<file path="src/include/clk_out_cfg.svh">
// register offsets, field positions, reset values and codes of the clock output bank
`ifndef CLK_OUT_CFG_SVH
`define CLK_OUT_CFG_SVH

`define OUT_COUNT           8
`define REG_BASE            8'h77
`define REG_LAST            8'h9C
`define REG_COUNT           38

`define OFS_OUTPUT_ENABLE   8'h77
`define OFS_POLARITY        8'h78
`define OFS_STYLE_Q7_Q6     8'h79
`define OFS_STYLE_Q5_Q4     8'h7A
`define OFS_STYLE_Q3_Q2     8'h7B
`define OFS_STYLE_Q1_Q0     8'h7C
`define OFS_OUT0_S1         8'h7D
`define OFS_OUT0_S2_HI      8'h7E
`define OFS_OUT0_S2_LO      8'h7F
`define OFS_OUT1_S1         8'h80
`define OFS_OUT1_S2_HI      8'h81
`define OFS_OUT1_S2_LO      8'h82
`define OFS_OUT2_INT_TOP    8'h83
`define OFS_OUT2_INT_MID    8'h84
`define OFS_OUT2_INT_LOW    8'h85
`define OFS_OUT3_INT_TOP    8'h86
`define OFS_OUT3_INT_MID    8'h87
`define OFS_OUT3_INT_LOW    8'h88
`define OFS_OUT4_S1         8'h89
`define OFS_OUT4_S2_HI      8'h8A
`define OFS_OUT4_S2_LO      8'h8B
`define OFS_OUT5_S1         8'h8C
`define OFS_OUT5_S2_HI      8'h8D
`define OFS_OUT5_S2_LO      8'h8E
`define OFS_OUT6_S1         8'h8F
`define OFS_OUT6_S2_HI      8'h90
`define OFS_OUT6_S2_LO      8'h91
`define OFS_OUT7_S1         8'h92
`define OFS_OUT7_S2_HI      8'h93
`define OFS_OUT7_S2_LO      8'h94
`define OFS_OUT2_FRAC_B3    8'h95
`define OFS_OUT2_FRAC_B2    8'h96
`define OFS_OUT2_FRAC_B1    8'h97
`define OFS_OUT2_FRAC_B0    8'h98
`define OFS_OUT3_FRAC_B3    8'h99
`define OFS_OUT3_FRAC_B2    8'h9A
`define OFS_OUT3_FRAC_B1    8'h9B
`define OFS_OUT3_FRAC_B0    8'h9C

`define STYLE_HI_MSB        7
`define STYLE_HI_LSB        5
`define SE_HI_BIT           4
`define STYLE_LO_MSB        3
`define STYLE_LO_LSB        1
`define SE_LO_BIT           0
`define S1_MASK             8'h03
`define INT_TOP_MASK        8'h03
`define FRAC_TOP_MASK       8'h0F

`define STYLE_HIZ           3'h0
`define STYLE_LVPECL        3'h1
`define STYLE_LVDS          3'h2
`define STYLE_LVCMOS        3'h3
`define S1_DIV5             2'h0
`define S1_DIV6             2'h1
`define S1_DIV4             2'h2
`define INT_MIN_LEGAL       18'h00003

`define RST_OUTPUT_ENABLE   8'h0F
`define RST_POLARITY        8'h00
`define RST_STYLE_Q7_Q4     8'h22
`define RST_STYLE_Q3_Q0     8'h66
`define RST_OUT0_S1         2'h1
`define RST_OUT1_S1         2'h0
`define RST_OUTX_S1         2'h2
`define RST_OUT0_S2         16'h0002
`define RST_OUT1_S2         16'h0003
`define RST_OUTX_S2         16'h0000
`define RST_OUT2_INT        18'h00012
`define RST_OUT3_INT        18'h00048
`define RST_OUT2_FRAC       28'hC000000
`define RST_OUT3_FRAC       28'h1D89D8A

`endif

</file>
<file path="src/include/clk_out_pkg.sv">
// types shared by the clock output register bank and its dividers
package clk_out_pkg;
`include "clk_out_cfg.svh"

	typedef logic [7:0]                   byte_t;
	typedef logic [2:0]                   style_t;
	typedef logic [`REG_COUNT-1:0][7:0]   regbank_t;

	typedef struct packed {
		regbank_t                 regs;
		logic [17:0]              eff_int2;
		logic [17:0]              eff_int3;
		byte_t                    rdata;
		logic                     ack;
		logic [`OUT_COUNT-1:0]    q;
		logic [`OUT_COUNT-1:0]    nq;
		logic [`OUT_COUNT-1:0]    oe_n;
		logic [3*`OUT_COUNT-1:0]  style;
		logic [`OUT_COUNT-1:0]    se_fault;
		logic [1:0]               int_fault;
	} bank_state_t;

	typedef struct packed {
		logic [2:0]   s1_cnt;
		logic [16:0]  s2_cnt;
		logic [19:0]  f_cnt;
		logic [27:0]  acc;
		logic [1:0]   extra;
		logic         tick;
	} div_state_t;
endpackage

</file>
<file path="src/logic/clk_out_divider.sv">
// one output divider: two integer stages, or integer plus fraction
`timescale 1ns/1ps
module clk_out_divider #(
	parameter bit FRAC       = 1'b0,
	parameter bit CODE3_STOP = 1'b0
) (
	input  wire logic         clk_i,
	input  wire logic         rst_n_i,
	input  wire logic         src_tick_i,
	input  wire logic [1:0]   s1_code_i,
	input  wire logic [15:0]  s2_val_i,
	input  wire logic [17:0]  int_val_i,
	input  wire logic [27:0]  frac_val_i,
	output logic              tick_o
);
	import clk_out_pkg::*;

	div_state_t   s;
	div_state_t   n;

	// next state of the divider chain
	always_comb begin
		logic [2:0]   div1;
		logic         s1_tick;
		logic [19:0]  period;
		logic [29:0]  sum;
		div1    = 3'h5;
		s1_tick = 1'b0;
		period  = 20'h00000;
		sum     = 30'h00000000;
		n       = s;
		n.tick  = 1'b0;
		if (FRAC) begin
			// period is twice the integer part plus the carried fraction
			period = {1'b0, int_val_i, 1'b0} + {18'h00000, s.extra};
			if (src_tick_i) begin
				if (s.f_cnt + 20'h00001 >= period) begin
					n.f_cnt = 20'h00000;
					n.tick  = 1'b1;
					sum     = {2'h0, s.acc} + {1'b0, frac_val_i, 1'b0};
					n.acc   = sum[27:0];
					n.extra = sum[29:28];
				end else begin
					n.f_cnt = s.f_cnt + 20'h00001;
				end
			end
		end else begin
			case (s1_code_i)
				`S1_DIV5: div1 = 3'h5;
				`S1_DIV6: div1 = 3'h6;
				`S1_DIV4: div1 = 3'h4;
				default:  div1 = 3'h1;
			endcase
			// code 3 on the low outputs freezes the chain
			if (src_tick_i && !(CODE3_STOP && s1_code_i == 2'h3)) begin
				if (s.s1_cnt + 3'h1 >= div1) begin
					n.s1_cnt = 3'h0;
					s1_tick  = 1'b1;
				end else begin
					n.s1_cnt = s.s1_cnt + 3'h1;
				end
			end
			if (s1_tick) begin
				if (s2_val_i == 16'h0000) begin
					n.tick = 1'b1;
				end else if (s.s2_cnt + 17'h00001 >= {s2_val_i, 1'b0}) begin
					n.s2_cnt = 17'h00000;
					n.tick   = 1'b1;
				end else begin
					n.s2_cnt = s.s2_cnt + 17'h00001;
				end
			end
		end
	end

	// state register
	always_ff @(posedge clk_i or negedge rst_n_i) begin
		if (!rst_n_i) begin
			s <= '0;
		end else begin
			s <= n;
		end
	end

	assign tick_o = s.tick;
endmodule

</file>
<file path="src/logic/clk_out_bank.sv">
// clock output driver and divider register bank with eight output pairs
//
// Summary of operation
// - An enable bit of zero floats its pair, one drives it in the chosen style; 0x0F at reset.
// - A polarity bit of one inverts its pair's clock, zero keeps it normal; all clear at reset.
// - Style code 000 floats, 001 LVPECL, 010 LVDS, 011 LVCMOS, others reserved; 0-3 LVCMOS, 4-7 LVPECL.
// - In LVCMOS the phase bit gives opposite phase at zero and equal phase at one; clear at reset.
// - First-stage code 00 divides by 5, 01 by 6, 10 by 4; 11 stops outputs 0-1 and divides by 1 on 4-7.
// - The second stage divides by twice its value, and a value of zero bypasses it.
// - The fractional outputs' integer part divides by twice its value and must not be 0, 1 or 2.
// - The fraction adds twice the fraction field times two to the minus 28 to the ratio.
`timescale 1ns/1ps
`include "clk_out_cfg.svh"
module clk_out_bank (
	input  wire logic                    CORE_CLK_I,
	input  wire logic                    RESET_N_I,
	input  wire logic [7:0]              REG_ADDR_I,
	input  wire logic                    REG_WR_I,
	input  wire clk_out_pkg::byte_t      REG_WDATA_I,
	input  wire logic                    REG_RD_I,
	output clk_out_pkg::byte_t           REG_RDATA_O,
	output logic                         REG_ACK_O,
	input  wire logic                    SRC_TICK_I,
	output logic [`OUT_COUNT-1:0]        Q_O,
	output logic [`OUT_COUNT-1:0]        NQ_O,
	output logic [`OUT_COUNT-1:0]        PAIR_OE_N_O,
	output logic [3*`OUT_COUNT-1:0]      DRIVER_STYLE_O,
	output logic [`OUT_COUNT-1:0]        PHASE_MISUSE_O,
	output logic [1:0]                   INT_DIV_ILLEGAL_O
);
	import clk_out_pkg::*;

	bank_state_t                s;
	bank_state_t                n;
	wire  [`OUT_COUNT-1:0]      div_tick;
	wire  [`OUT_COUNT-1:0][1:0] s1_code;
	wire  [`OUT_COUNT-1:0][15:0] s2_val;
	logic [17:0]                int2_prog;
	logic [17:0]                int3_prog;
	logic [27:0]                frac2;
	logic [27:0]                frac3;

	// byte map of the bank, lowest offset first
	// 0x77 enable bit of each pair
	// 0x78 polarity bit of each pair
	// 0x79 style and phase bit of pairs 7 (upper nibble) and 6
	// 0x7A style and phase bit of pairs 5 and 4
	// 0x7B style and phase bit of pairs 3 and 2
	// 0x7C style and phase bit of pairs 1 and 0
	// 0x7D output 0 first-stage code, bits 1:0
	// 0x7E output 0 second stage, upper byte
	// 0x7F output 0 second stage, lower byte
	// 0x80 output 1 first-stage code, bits 1:0
	// 0x81 output 1 second stage, upper byte
	// 0x82 output 1 second stage, lower byte
	// 0x83 output 2 integer part, bits 17:16
	// 0x84 output 2 integer part, bits 15:8
	// 0x85 output 2 integer part, bits 7:0
	// 0x86 output 3 integer part, bits 17:16
	// 0x87 output 3 integer part, bits 15:8
	// 0x88 output 3 integer part, bits 7:0
	// 0x89 output 4 first-stage code, bits 1:0
	// 0x8A output 4 second stage, upper byte
	// 0x8B output 4 second stage, lower byte
	// 0x8C output 5 first-stage code, bits 1:0
	// 0x8D output 5 second stage, upper byte
	// 0x8E output 5 second stage, lower byte
	// 0x8F output 6 first-stage code, bits 1:0
	// 0x90 output 6 second stage, upper byte
	// 0x91 output 6 second stage, lower byte
	// 0x92 output 7 first-stage code, bits 1:0
	// 0x93 output 7 second stage, upper byte
	// 0x94 output 7 second stage, lower byte
	// 0x95 output 2 fraction, bits 27:24
	// 0x96 output 2 fraction, bits 23:16
	// 0x97 output 2 fraction, bits 15:8
	// 0x98 output 2 fraction, bits 7:0
	// 0x99 output 3 fraction, bits 27:24
	// 0x9A output 3 fraction, bits 23:16
	// 0x9B output 3 fraction, bits 15:8
	// 0x9C output 3 fraction, bits 7:0
	// reserved bits of every byte are dropped on write and read as zero

	// byte index of an offset inside the bank
	function automatic int unsigned ix(input byte_t ofs);
		ix = int'(ofs - `REG_BASE);
	endfunction

	// writable bits of each byte, reserved bits stay zero
	function automatic byte_t wmask(input byte_t ofs);
		if (ofs == `OFS_OUT0_S1 || ofs == `OFS_OUT1_S1) begin
			wmask = `S1_MASK;
		end else if (ofs == `OFS_OUT4_S1 || ofs == `OFS_OUT5_S1) begin
			wmask = `S1_MASK;
		end else if (ofs == `OFS_OUT6_S1 || ofs == `OFS_OUT7_S1) begin
			wmask = `S1_MASK;
		end else if (ofs == `OFS_OUT2_INT_TOP || ofs == `OFS_OUT3_INT_TOP) begin
			wmask = `INT_TOP_MASK;
		end else if (ofs == `OFS_OUT2_FRAC_B3 || ofs == `OFS_OUT3_FRAC_B3) begin
			wmask = `FRAC_TOP_MASK;
		end else begin
			wmask = 8'hFF;
		end
	endfunction

	// offset of the first-stage byte of an integer output
	function automatic byte_t s1_ofs(input int unsigned m);
		case (m)
			0:       s1_ofs = `OFS_OUT0_S1;
			1:       s1_ofs = `OFS_OUT1_S1;
			4:       s1_ofs = `OFS_OUT4_S1;
			5:       s1_ofs = `OFS_OUT5_S1;
			6:       s1_ofs = `OFS_OUT6_S1;
			default: s1_ofs = `OFS_OUT7_S1;
		endcase
	endfunction

	// offset of the high second-stage byte of an integer output
	function automatic byte_t s2hi_ofs(input int unsigned m);
		case (m)
			0:       s2hi_ofs = `OFS_OUT0_S2_HI;
			1:       s2hi_ofs = `OFS_OUT1_S2_HI;
			4:       s2hi_ofs = `OFS_OUT4_S2_HI;
			5:       s2hi_ofs = `OFS_OUT5_S2_HI;
			6:       s2hi_ofs = `OFS_OUT6_S2_HI;
			default: s2hi_ofs = `OFS_OUT7_S2_HI;
		endcase
	endfunction

	// offset of the low second-stage byte of an integer output
	function automatic byte_t s2lo_ofs(input int unsigned m);
		case (m)
			0:       s2lo_ofs = `OFS_OUT0_S2_LO;
			1:       s2lo_ofs = `OFS_OUT1_S2_LO;
			4:       s2lo_ofs = `OFS_OUT4_S2_LO;
			5:       s2lo_ofs = `OFS_OUT5_S2_LO;
			6:       s2lo_ofs = `OFS_OUT6_S2_LO;
			default: s2lo_ofs = `OFS_OUT7_S2_LO;
		endcase
	endfunction

	// style byte shared by a pair of outputs
	function automatic byte_t style_byte(input regbank_t r, input int unsigned m);
		case (m / 2)
			0:       style_byte = r[ix(`OFS_STYLE_Q1_Q0)];
			1:       style_byte = r[ix(`OFS_STYLE_Q3_Q2)];
			2:       style_byte = r[ix(`OFS_STYLE_Q5_Q4)];
			default: style_byte = r[ix(`OFS_STYLE_Q7_Q6)];
		endcase
	endfunction

	// driver style field of one output
	function automatic style_t style_of(input regbank_t r, input int unsigned m);
		byte_t b;
		b = style_byte(r, m);
		if (m % 2 == 1) begin
			style_of = b[`STYLE_HI_MSB:`STYLE_HI_LSB];
		end else begin
			style_of = b[`STYLE_LO_MSB:`STYLE_LO_LSB];
		end
	endfunction

	// single-ended phase bit of one output
	function automatic logic se_of(input regbank_t r, input int unsigned m);
		byte_t b;
		b = style_byte(r, m);
		se_of = (m % 2 == 1) ? b[`SE_HI_BIT] : b[`SE_LO_BIT];
	endfunction

	// power-up contents of the whole bank
	function automatic regbank_t reset_bank();
		regbank_t r;
		r = '0;
		r[ix(`OFS_OUTPUT_ENABLE)] = `RST_OUTPUT_ENABLE;
		r[ix(`OFS_POLARITY)]      = `RST_POLARITY;
		r[ix(`OFS_STYLE_Q7_Q6)]   = `RST_STYLE_Q7_Q4;
		r[ix(`OFS_STYLE_Q5_Q4)]   = `RST_STYLE_Q7_Q4;
		r[ix(`OFS_STYLE_Q3_Q2)]   = `RST_STYLE_Q3_Q0;
		r[ix(`OFS_STYLE_Q1_Q0)]   = `RST_STYLE_Q3_Q0;
		r[ix(`OFS_OUT0_S1)]       = {6'h00, `RST_OUT0_S1};
		r[ix(`OFS_OUT1_S1)]       = {6'h00, `RST_OUT1_S1};
		r[ix(`OFS_OUT4_S1)]       = {6'h00, `RST_OUTX_S1};
		r[ix(`OFS_OUT5_S1)]       = {6'h00, `RST_OUTX_S1};
		r[ix(`OFS_OUT6_S1)]       = {6'h00, `RST_OUTX_S1};
		r[ix(`OFS_OUT7_S1)]       = {6'h00, `RST_OUTX_S1};
		r[ix(`OFS_OUT0_S2_HI)]    = 8'(`RST_OUT0_S2 >> 8);
		r[ix(`OFS_OUT0_S2_LO)]    = 8'(`RST_OUT0_S2 & 16'h00FF);
		r[ix(`OFS_OUT1_S2_HI)]    = 8'(`RST_OUT1_S2 >> 8);
		r[ix(`OFS_OUT1_S2_LO)]    = 8'(`RST_OUT1_S2 & 16'h00FF);
		r[ix(`OFS_OUT2_INT_TOP)]  = 8'(`RST_OUT2_INT >> 16);
		r[ix(`OFS_OUT2_INT_MID)]  = 8'((`RST_OUT2_INT >> 8) & 18'h000FF);
		r[ix(`OFS_OUT2_INT_LOW)]  = 8'(`RST_OUT2_INT & 18'h000FF);
		r[ix(`OFS_OUT3_INT_TOP)]  = 8'(`RST_OUT3_INT >> 16);
		r[ix(`OFS_OUT3_INT_MID)]  = 8'((`RST_OUT3_INT >> 8) & 18'h000FF);
		r[ix(`OFS_OUT3_INT_LOW)]  = 8'(`RST_OUT3_INT & 18'h000FF);
		r[ix(`OFS_OUT2_FRAC_B3)]  = 8'(`RST_OUT2_FRAC >> 24);
		r[ix(`OFS_OUT2_FRAC_B2)]  = 8'((`RST_OUT2_FRAC >> 16) & 28'h00000FF);
		r[ix(`OFS_OUT2_FRAC_B1)]  = 8'((`RST_OUT2_FRAC >> 8) & 28'h00000FF);
		r[ix(`OFS_OUT2_FRAC_B0)]  = 8'(`RST_OUT2_FRAC & 28'h00000FF);
		r[ix(`OFS_OUT3_FRAC_B3)]  = 8'(`RST_OUT3_FRAC >> 24);
		r[ix(`OFS_OUT3_FRAC_B2)]  = 8'((`RST_OUT3_FRAC >> 16) & 28'h00000FF);
		r[ix(`OFS_OUT3_FRAC_B1)]  = 8'((`RST_OUT3_FRAC >> 8) & 28'h00000FF);
		r[ix(`OFS_OUT3_FRAC_B0)]  = 8'(`RST_OUT3_FRAC & 28'h00000FF);
		reset_bank = r;
	endfunction

	// power-up contents as a constant, so the reset branch loads constants only
	localparam regbank_t RST_BANK = reset_bank();

	// multi-byte fields, most significant byte at the lowest address
	assign int2_prog = {s.regs[ix(`OFS_OUT2_INT_TOP)][1:0], s.regs[ix(`OFS_OUT2_INT_MID)],
	                    s.regs[ix(`OFS_OUT2_INT_LOW)]};
	assign int3_prog = {s.regs[ix(`OFS_OUT3_INT_TOP)][1:0], s.regs[ix(`OFS_OUT3_INT_MID)],
	                    s.regs[ix(`OFS_OUT3_INT_LOW)]};
	assign frac2     = {s.regs[ix(`OFS_OUT2_FRAC_B3)][3:0], s.regs[ix(`OFS_OUT2_FRAC_B2)],
	                    s.regs[ix(`OFS_OUT2_FRAC_B1)], s.regs[ix(`OFS_OUT2_FRAC_B0)]};
	assign frac3     = {s.regs[ix(`OFS_OUT3_FRAC_B3)][3:0], s.regs[ix(`OFS_OUT3_FRAC_B2)],
	                    s.regs[ix(`OFS_OUT3_FRAC_B1)], s.regs[ix(`OFS_OUT3_FRAC_B0)]};

	// one divider per output; outputs 2 and 3 take the fractional path
	genvar g;
	generate
		for (g = 0; g < `OUT_COUNT; g++) begin : g_out
			if (g == 2 || g == 3) begin : g_frac
				assign s1_code[g] = 2'h0;
				assign s2_val[g]  = 16'h0000;
				clk_out_divider #(
					.FRAC       (1'b1),
					.CODE3_STOP (1'b0)
				) u_div (
					.clk_i      (CORE_CLK_I),
					.rst_n_i    (RESET_N_I),
					.src_tick_i (SRC_TICK_I),
					.s1_code_i  (s1_code[g]),
					.s2_val_i   (s2_val[g]),
					.int_val_i  ((g == 2) ? s.eff_int2 : s.eff_int3),
					.frac_val_i ((g == 2) ? frac2 : frac3),
					.tick_o     (div_tick[g])
				);
			end else begin : g_int
				assign s1_code[g] = s.regs[ix(s1_ofs(g))][1:0];
				assign s2_val[g]  = {s.regs[ix(s2hi_ofs(g))], s.regs[ix(s2lo_ofs(g))]};
				clk_out_divider #(
					.FRAC       (1'b0),
					.CODE3_STOP (g < 2)
				) u_div (
					.clk_i      (CORE_CLK_I),
					.rst_n_i    (RESET_N_I),
					.src_tick_i (SRC_TICK_I),
					.s1_code_i  (s1_code[g]),
					.s2_val_i   (s2_val[g]),
					.int_val_i  (18'h00000),
					.frac_val_i (28'h0000000),
					.tick_o     (div_tick[g])
				);
			end
		end
	endgenerate

	// register access, divider guard and pin drive
	always_comb begin
		byte_t   idx;
		logic    hit;
		logic    lvl;
		style_t  st;
		idx = REG_ADDR_I - `REG_BASE;
		hit = (REG_ADDR_I >= `REG_BASE) && (REG_ADDR_I <= `REG_LAST);
		lvl = 1'b0;
		st  = `STYLE_HIZ;
		// hold everything unless a request or the pins change it
		n   = s;
		n.ack = REG_WR_I || REG_RD_I;
		// write path, reserved bits masked off
		if (REG_WR_I && hit) begin
			n.regs[idx] = REG_WDATA_I & wmask(REG_ADDR_I);
		end
		// read path, unmapped offsets read zero
		if (REG_RD_I) begin
			n.rdata = hit ? s.regs[idx] : 8'h00;
		end
		// an illegal integer part keeps the last legal one in use
		n.int_fault[0] = int2_prog < `INT_MIN_LEGAL;
		n.int_fault[1] = int3_prog < `INT_MIN_LEGAL;
		if (int2_prog >= `INT_MIN_LEGAL) begin
			n.eff_int2 = int2_prog;
		end
		if (int3_prog >= `INT_MIN_LEGAL) begin
			n.eff_int3 = int3_prog;
		end
		// per-pair style, phase fault and pin drive
		for (int unsigned m = 0; m < `OUT_COUNT; m++) begin
			lvl = div_tick[m] ^ s.regs[ix(`OFS_POLARITY)][m];
			st  = style_of(s.regs, m);
			n.style[3*m +: 3] = st;
			n.se_fault[m] = se_of(s.regs, m) &&
			                (st == `STYLE_LVPECL || st == `STYLE_LVDS);
			n.q[m]    = 1'b0;
			n.nq[m]   = 1'b0;
			n.oe_n[m] = 1'b1;
			if (s.regs[ix(`OFS_OUTPUT_ENABLE)][m]) begin
				case (st)
					`STYLE_LVPECL, `STYLE_LVDS: begin
						n.q[m]    = lvl;
						n.nq[m]   = ~lvl;
						n.oe_n[m] = 1'b0;
					end
					`STYLE_LVCMOS: begin
						n.q[m]    = lvl;
						n.nq[m]   = se_of(s.regs, m) ? lvl : ~lvl;
						n.oe_n[m] = 1'b0;
					end
					default: begin
						n.oe_n[m] = 1'b1;
					end
				endcase
			end
		end
	end

	// state register with power-up contents
	always_ff @(posedge CORE_CLK_I or negedge RESET_N_I) begin
		if (!RESET_N_I) begin
			s           <= '0;
			s.regs      <= RST_BANK;
			s.eff_int2  <= `RST_OUT2_INT;
			s.eff_int3  <= `RST_OUT3_INT;
			s.oe_n      <= '1;
		end else begin
			s <= n;
		end
	end

	// outputs straight from the state register
	assign REG_RDATA_O       = s.rdata;
	assign REG_ACK_O         = s.ack;
	assign Q_O               = s.q;
	assign NQ_O              = s.nq;
	assign PAIR_OE_N_O       = s.oe_n;
	assign DRIVER_STYLE_O    = s.style;
	assign PHASE_MISUSE_O    = s.se_fault;
	assign INT_DIV_ILLEGAL_O = s.int_fault;
endmodule

</file>
<file path="config.mk">
export PLATFORM = sky130hd
export DESIGN_NAME = clk_out_bank
export DESIGN_NICKNAME = d
export VERILOG_FILES = /design/src/include/clk_out_pkg.sv /design/src/logic/clk_out_divider.sv /design/src/logic/clk_out_bank.sv
export VERILOG_INCLUDE_DIRS = /design/src /design/src/include
export SDC_FILE = /design/constraint.sdc
export NUM_CORES = 2
export LEC_CHECK = 0
export ABC_AREA = 1
export CORE_ASPECT_RATIO = 1.2
export CORE_MARGIN = 4
export CORE_UTILIZATION = 65
export CTS_BUF_LIST = sky130_fd_sc_hd__clkbuf_4 sky130_fd_sc_hd__clkbuf_8 sky130_fd_sc_hd__clkbuf_16
export CTS_CLUSTER_DIAMETER = 100
export CTS_CLUSTER_SIZE = 25
export DETAILED_ROUTE_END_ITERATION = 10
export DONT_BUFFER_PORTS = 1
export PLACE_DENSITY_LB_ADDON = 0.25
export SKIP_LAST_GASP = 1
export SYNTH_ARGS = -nofsm -noshare
export SYNTH_HDL_FRONTEND = slang
export SYNTH_SLANG_ARGS = --single-unit
</file>
<file path="constraint.sdc">
create_clock -name CORE_CLK_I -period 9.05 [get_ports CORE_CLK_I]
set_input_delay 1.81 -clock CORE_CLK_I [delete_from_list [all_inputs] [get_ports CORE_CLK_I]]
set_output_delay 1.81 -clock CORE_CLK_I [all_outputs]
set_load 0.01 [all_outputs]
</file>
==> impl_metrics.ini <==
[sta]
rsz0062_at_grt = false
finalHoldViolations = 0
drv_slew = 390
finalSetupViolations = 0
fin_skew_ns = 0.05295
period_minus_slack_ns = 4.264
setup_ws_ns = 4.786
tightest_slew_ns = 2.415
slew_headroom_pct = -61.01
max_freq_mhz = 234.5
period_share_pct = 47.12
setup_tns_ns = 0
hold_slack_ns = 0.4430

[placement]
place_congestion = 0.9764
placed_cells = 6380
place_ws_ns = 4.395
dp_hpwl_mm = 78.50
port_buffers = 0

[clock_network]
cts.clk_slew.worst_paths_ns = 0.10
cts_setup_buffers = 0
post_cts_resized = 0
cts_tree = done
ctsHtreeMaxLevel = 1
cts_buffers = 30
cts_max_path_buffers = 3
clock-sinks = 633
cts_root_buf = clkbuf_16
clock_latency_ns = 0.67
cts_hold_buf = 0

[layout]
antenna_cells = 0
drive_above_1_share_pct = 4.253
stdcell_count = 6435
syn2layout_area_growth_pct = 1.932
nets = 5861

[worst_setup_path]
worstPathArrival_ns = 4.79
reg2reg_to = g_out[2].g_frac.u_div.s[1]
worstSetupStartpointType = flip-flop
max_stage_delay_ns = 0.39
critical_path.cell_chain = ha_1, ha_1, nand2_1, nor2_1, nand4_1, nor2_1, nand3_1, nor3_1, nand2_1, nand2_1, nand2_1, ha_1, a21oi_1, o21ai_0, nor2_1, nand4_1, nand2_1, buf_4, inv_1, nand2_1, nand2_1
crit_fanout = 44
end_kind = flip-flop
path_common_cell = nand2_1
timing.rr.start = g_out[2].g_frac.u_div.s[2]
rrSetupSlack_ns = 4.79
cp_data_required_time_ns = 9.57
reg2reg_depth = 21
worstSetupPathType = flip-flop to flip-flop
critPathSlowestCell = buf_4

[die]
coreArea_um2 = 62310
fp.dieW_um = 237.4
die_y_um = 283.3
ios = 88
start_util_pct = 65.90
num_rows = 100
dieArea_um2 = 67270

[synth]
ys_types = 49
dominantRegCellSynth = dfrtp_1
synth_edf_count = 0
ys_seq_elements = 633
syn_area_um2 = 41060
async_reset_ff_share_pct = 100.0
ys_seq_area_share_pct = 38.75
yosys_warnings = 0
postSynthCellCount = 5782
avgSynthCellArea_um2 = 7.101
syn_nets = 6047

[route]
viasPerCell = 5.623
drtIter0Drc = 3420
postRouteAntennaNets = 0
first_pass_iters = 6
drc = 0
wl_mm = 109.9
wl_per_cell_um = 17.08
via_count = 36180

[job]
cap_violations = 0

[power]
leakage_nw = 22.43
internal-power_mw = 4.054
seq_power_share_pct = 53.4
switching_power_mw = 1.855
swShare_pct = 31.39
powerDensity_nw_per_um2 = 141.2
peakVddDrop_v = 0.0001650
clkPwrFrac_pct = 28.3
p_comb_share_pct = 18.3

[hold_path]
hold_start = n[16]
holdPathStages = 0
hold_path_class = flip-flop to flip-flop
holdPathEnd = DRIVER_STYLE_O[6]

[global_route]
grt_util_met2_pct = 53.57
grt_pass1_vias = 34050
grt_max_degree = 634
top_usage_layer = met2
antenna_found_initial = 1
grt-ovfl-total = 0
grt_usage_pct = 31.86
grt_pass1_wl_mm = 177.1
use_met3_pct = 4.416
met1_usage_pct = 42.56

[outcome]
status = finished, violations left
violations = slew limit
[cell usage after synthesis (9+ instances only)]
library cell / count / area, um^2
nor2_1: 355 / 1333
nand3_1: 171 / 855.8
clkbuf_1: 69 / 259.0
or2_2: 17 / 106.4
and2_1: 12 / 75.07
nand4_1: 110 / 688.2
buf_2: 50 / 250.2
a22o_1: 10 / 87.58
inv_2: 13 / 48.80
ha_1: 242 / 3028
xor2_1: 119 / 1042
nor4_1: 10 / 62.56
buf_1: 19 / 71.32
nor3_1: 46 / 230.2
xnor2_1: 52 / 455.4
buf_6: 10 / 112.6
o21bai_1: 17 / 127.6
nand2_1: 2211 / 8299
dfstp_2: 55 / 1445
o21a_1: 9 / 67.56
nor2_4: 24 / 270.3
o21ai_0: 496 / 2482
a21oi_1: 145 / 725.7
o21ai_1: 38 / 190.2
nand2_2: 12 / 75.07
buf_4: 81 / 608.1
inv_1: 725 / 2721
dfrtp_1: 578 / 14460
nand3b_1: 14 / 105.1
o22ai_1: 9 / 56.30
[cell type report]
class                           count  area (um^2)
Multi-Input combinational cell   4173        21060
Fill cell                        5442        20460
Sequential cell                   633        15910
Inverter                          744         2795
Tap cell                          816         1021
Clock buffer                       49        893.4
Timing Repair Buffer               14        105.1
Clock inverter                      6        67.56
[critical path, delay by kind of cell (launching register included)]
| kind | cells | cell delay, ns |
|---|---|---|
| fa+ha+maj | 3 | 0.69 |
| buf+inv | 2 | 0.77 |
| simple gates | 14 | 2.05 |
| flops | 1 | 0.37 |
| compound gates | 2 | 0.23 |
[sequential cells by signal, summed over array words and instances (netlist names), 18 cells and up]
register and flops:
s 224, frac3 28, int2_prog 18, int3_prog 18
n 24, DRIVER_STYLE_O 24, frac2 28, g_out.g_int.u_div.s 120
g_out.g_frac.u_div.s 98
[per-stage QoR]
stage | utilization (%) | instance area (um^2) | power [mW]
floorplan | - | 41060 | 3.998
global placement | 65.63 | 40890 | 4.220
detailed placement | 65.63 | 40890 | 4.268
CTS | 67.17 | 41850 | 5.911
global route | 67.17 | 41850 | 6.194
finish | 67.17 | 41850 | 5.909
[worst max-delay path by stage]
stage,from,to,slack (ns),depth (start not counted)
2_1_floorplan,REG_ADDR_I[0],REG_RDATA_O[4],4.92,16
3_3_place_gp,REG_ADDR_I[0],int3_prog[16],4.38,9
3_5_place_dp,REG_ADDR_I[0],int3_prog[17],4.39,9
4_1_cts,g_out[3].g_frac.u_div.s[2],g_out[3].g_frac.u_div.s[1],4.78,22
5_1_grt,g_out[3].g_frac.u_div.s[2],g_out[3].g_frac.u_div.s[1],4.26,22
6_report,g_out[2].g_frac.u_div.s[2],g_out[2].g_frac.u_div.s[1],4.79,21
[power by group through the flow]
stage	registers (mW)	logic [mW]	clock network [mW]
global placement	3.20	1.02	0
global route	3.17	1.23	1.79
CTS	3.15	1.07	1.69
finish	3.15	1.08	1.67
detailed placement	3.20	1.07	0
floorplan	3.15	0.847	0
[cell families after synthesis]
logic type / after synthesis / share of synthesized area (%)
AND/OR/NAND/NOR: 3018 / 30.62
buffers and inverters: 976 / 10.07
AO/OA/AOI/OAI: 737 / 9.349
flip-flops: 633 / 38.75
adder cells (fa/ha/maj): 244 / 7.472
XOR/XNOR: 172 / 3.687
multiplexers: 2 / 0.05485
[per-layer routing]
| layer | vias up | wire (um) |
|---|---|---|
| met4 | 2 | 4089 |
| met3 | 252 | 8031 |
| met1 | 16960 | 45190 |
| met2 | 1285 | 52610 |
| met5 | - | 14 |
| li1 | 17680 | - |
[cells in the final DEF, fill, tap and decap left out, types with 19 or more instances in the layout]
| cell type | instances |
|---|---|
| a21oi_1 | 145 |
| clkbuf_16 | 30 |
| clkbuf_4 | 19 |
| dfrtp_1 | 578 |
| dfstp_2 | 55 |
| ha_1 | 241 |
| inv_1 | 722 |
| nand2_1 | 2211 |
| nand3_1 | 171 |
| nand4_1 | 110 |
| nor2_1 | 349 |
| nor2_4 | 30 |
| nor3_1 | 46 |
| o21ai_0 | 496 |
| o21ai_1 | 38 |
| xnor2_1 | 52 |
| xor2_1 | 119 |
No activity file was read; power rests on OpenSTA's default activity.
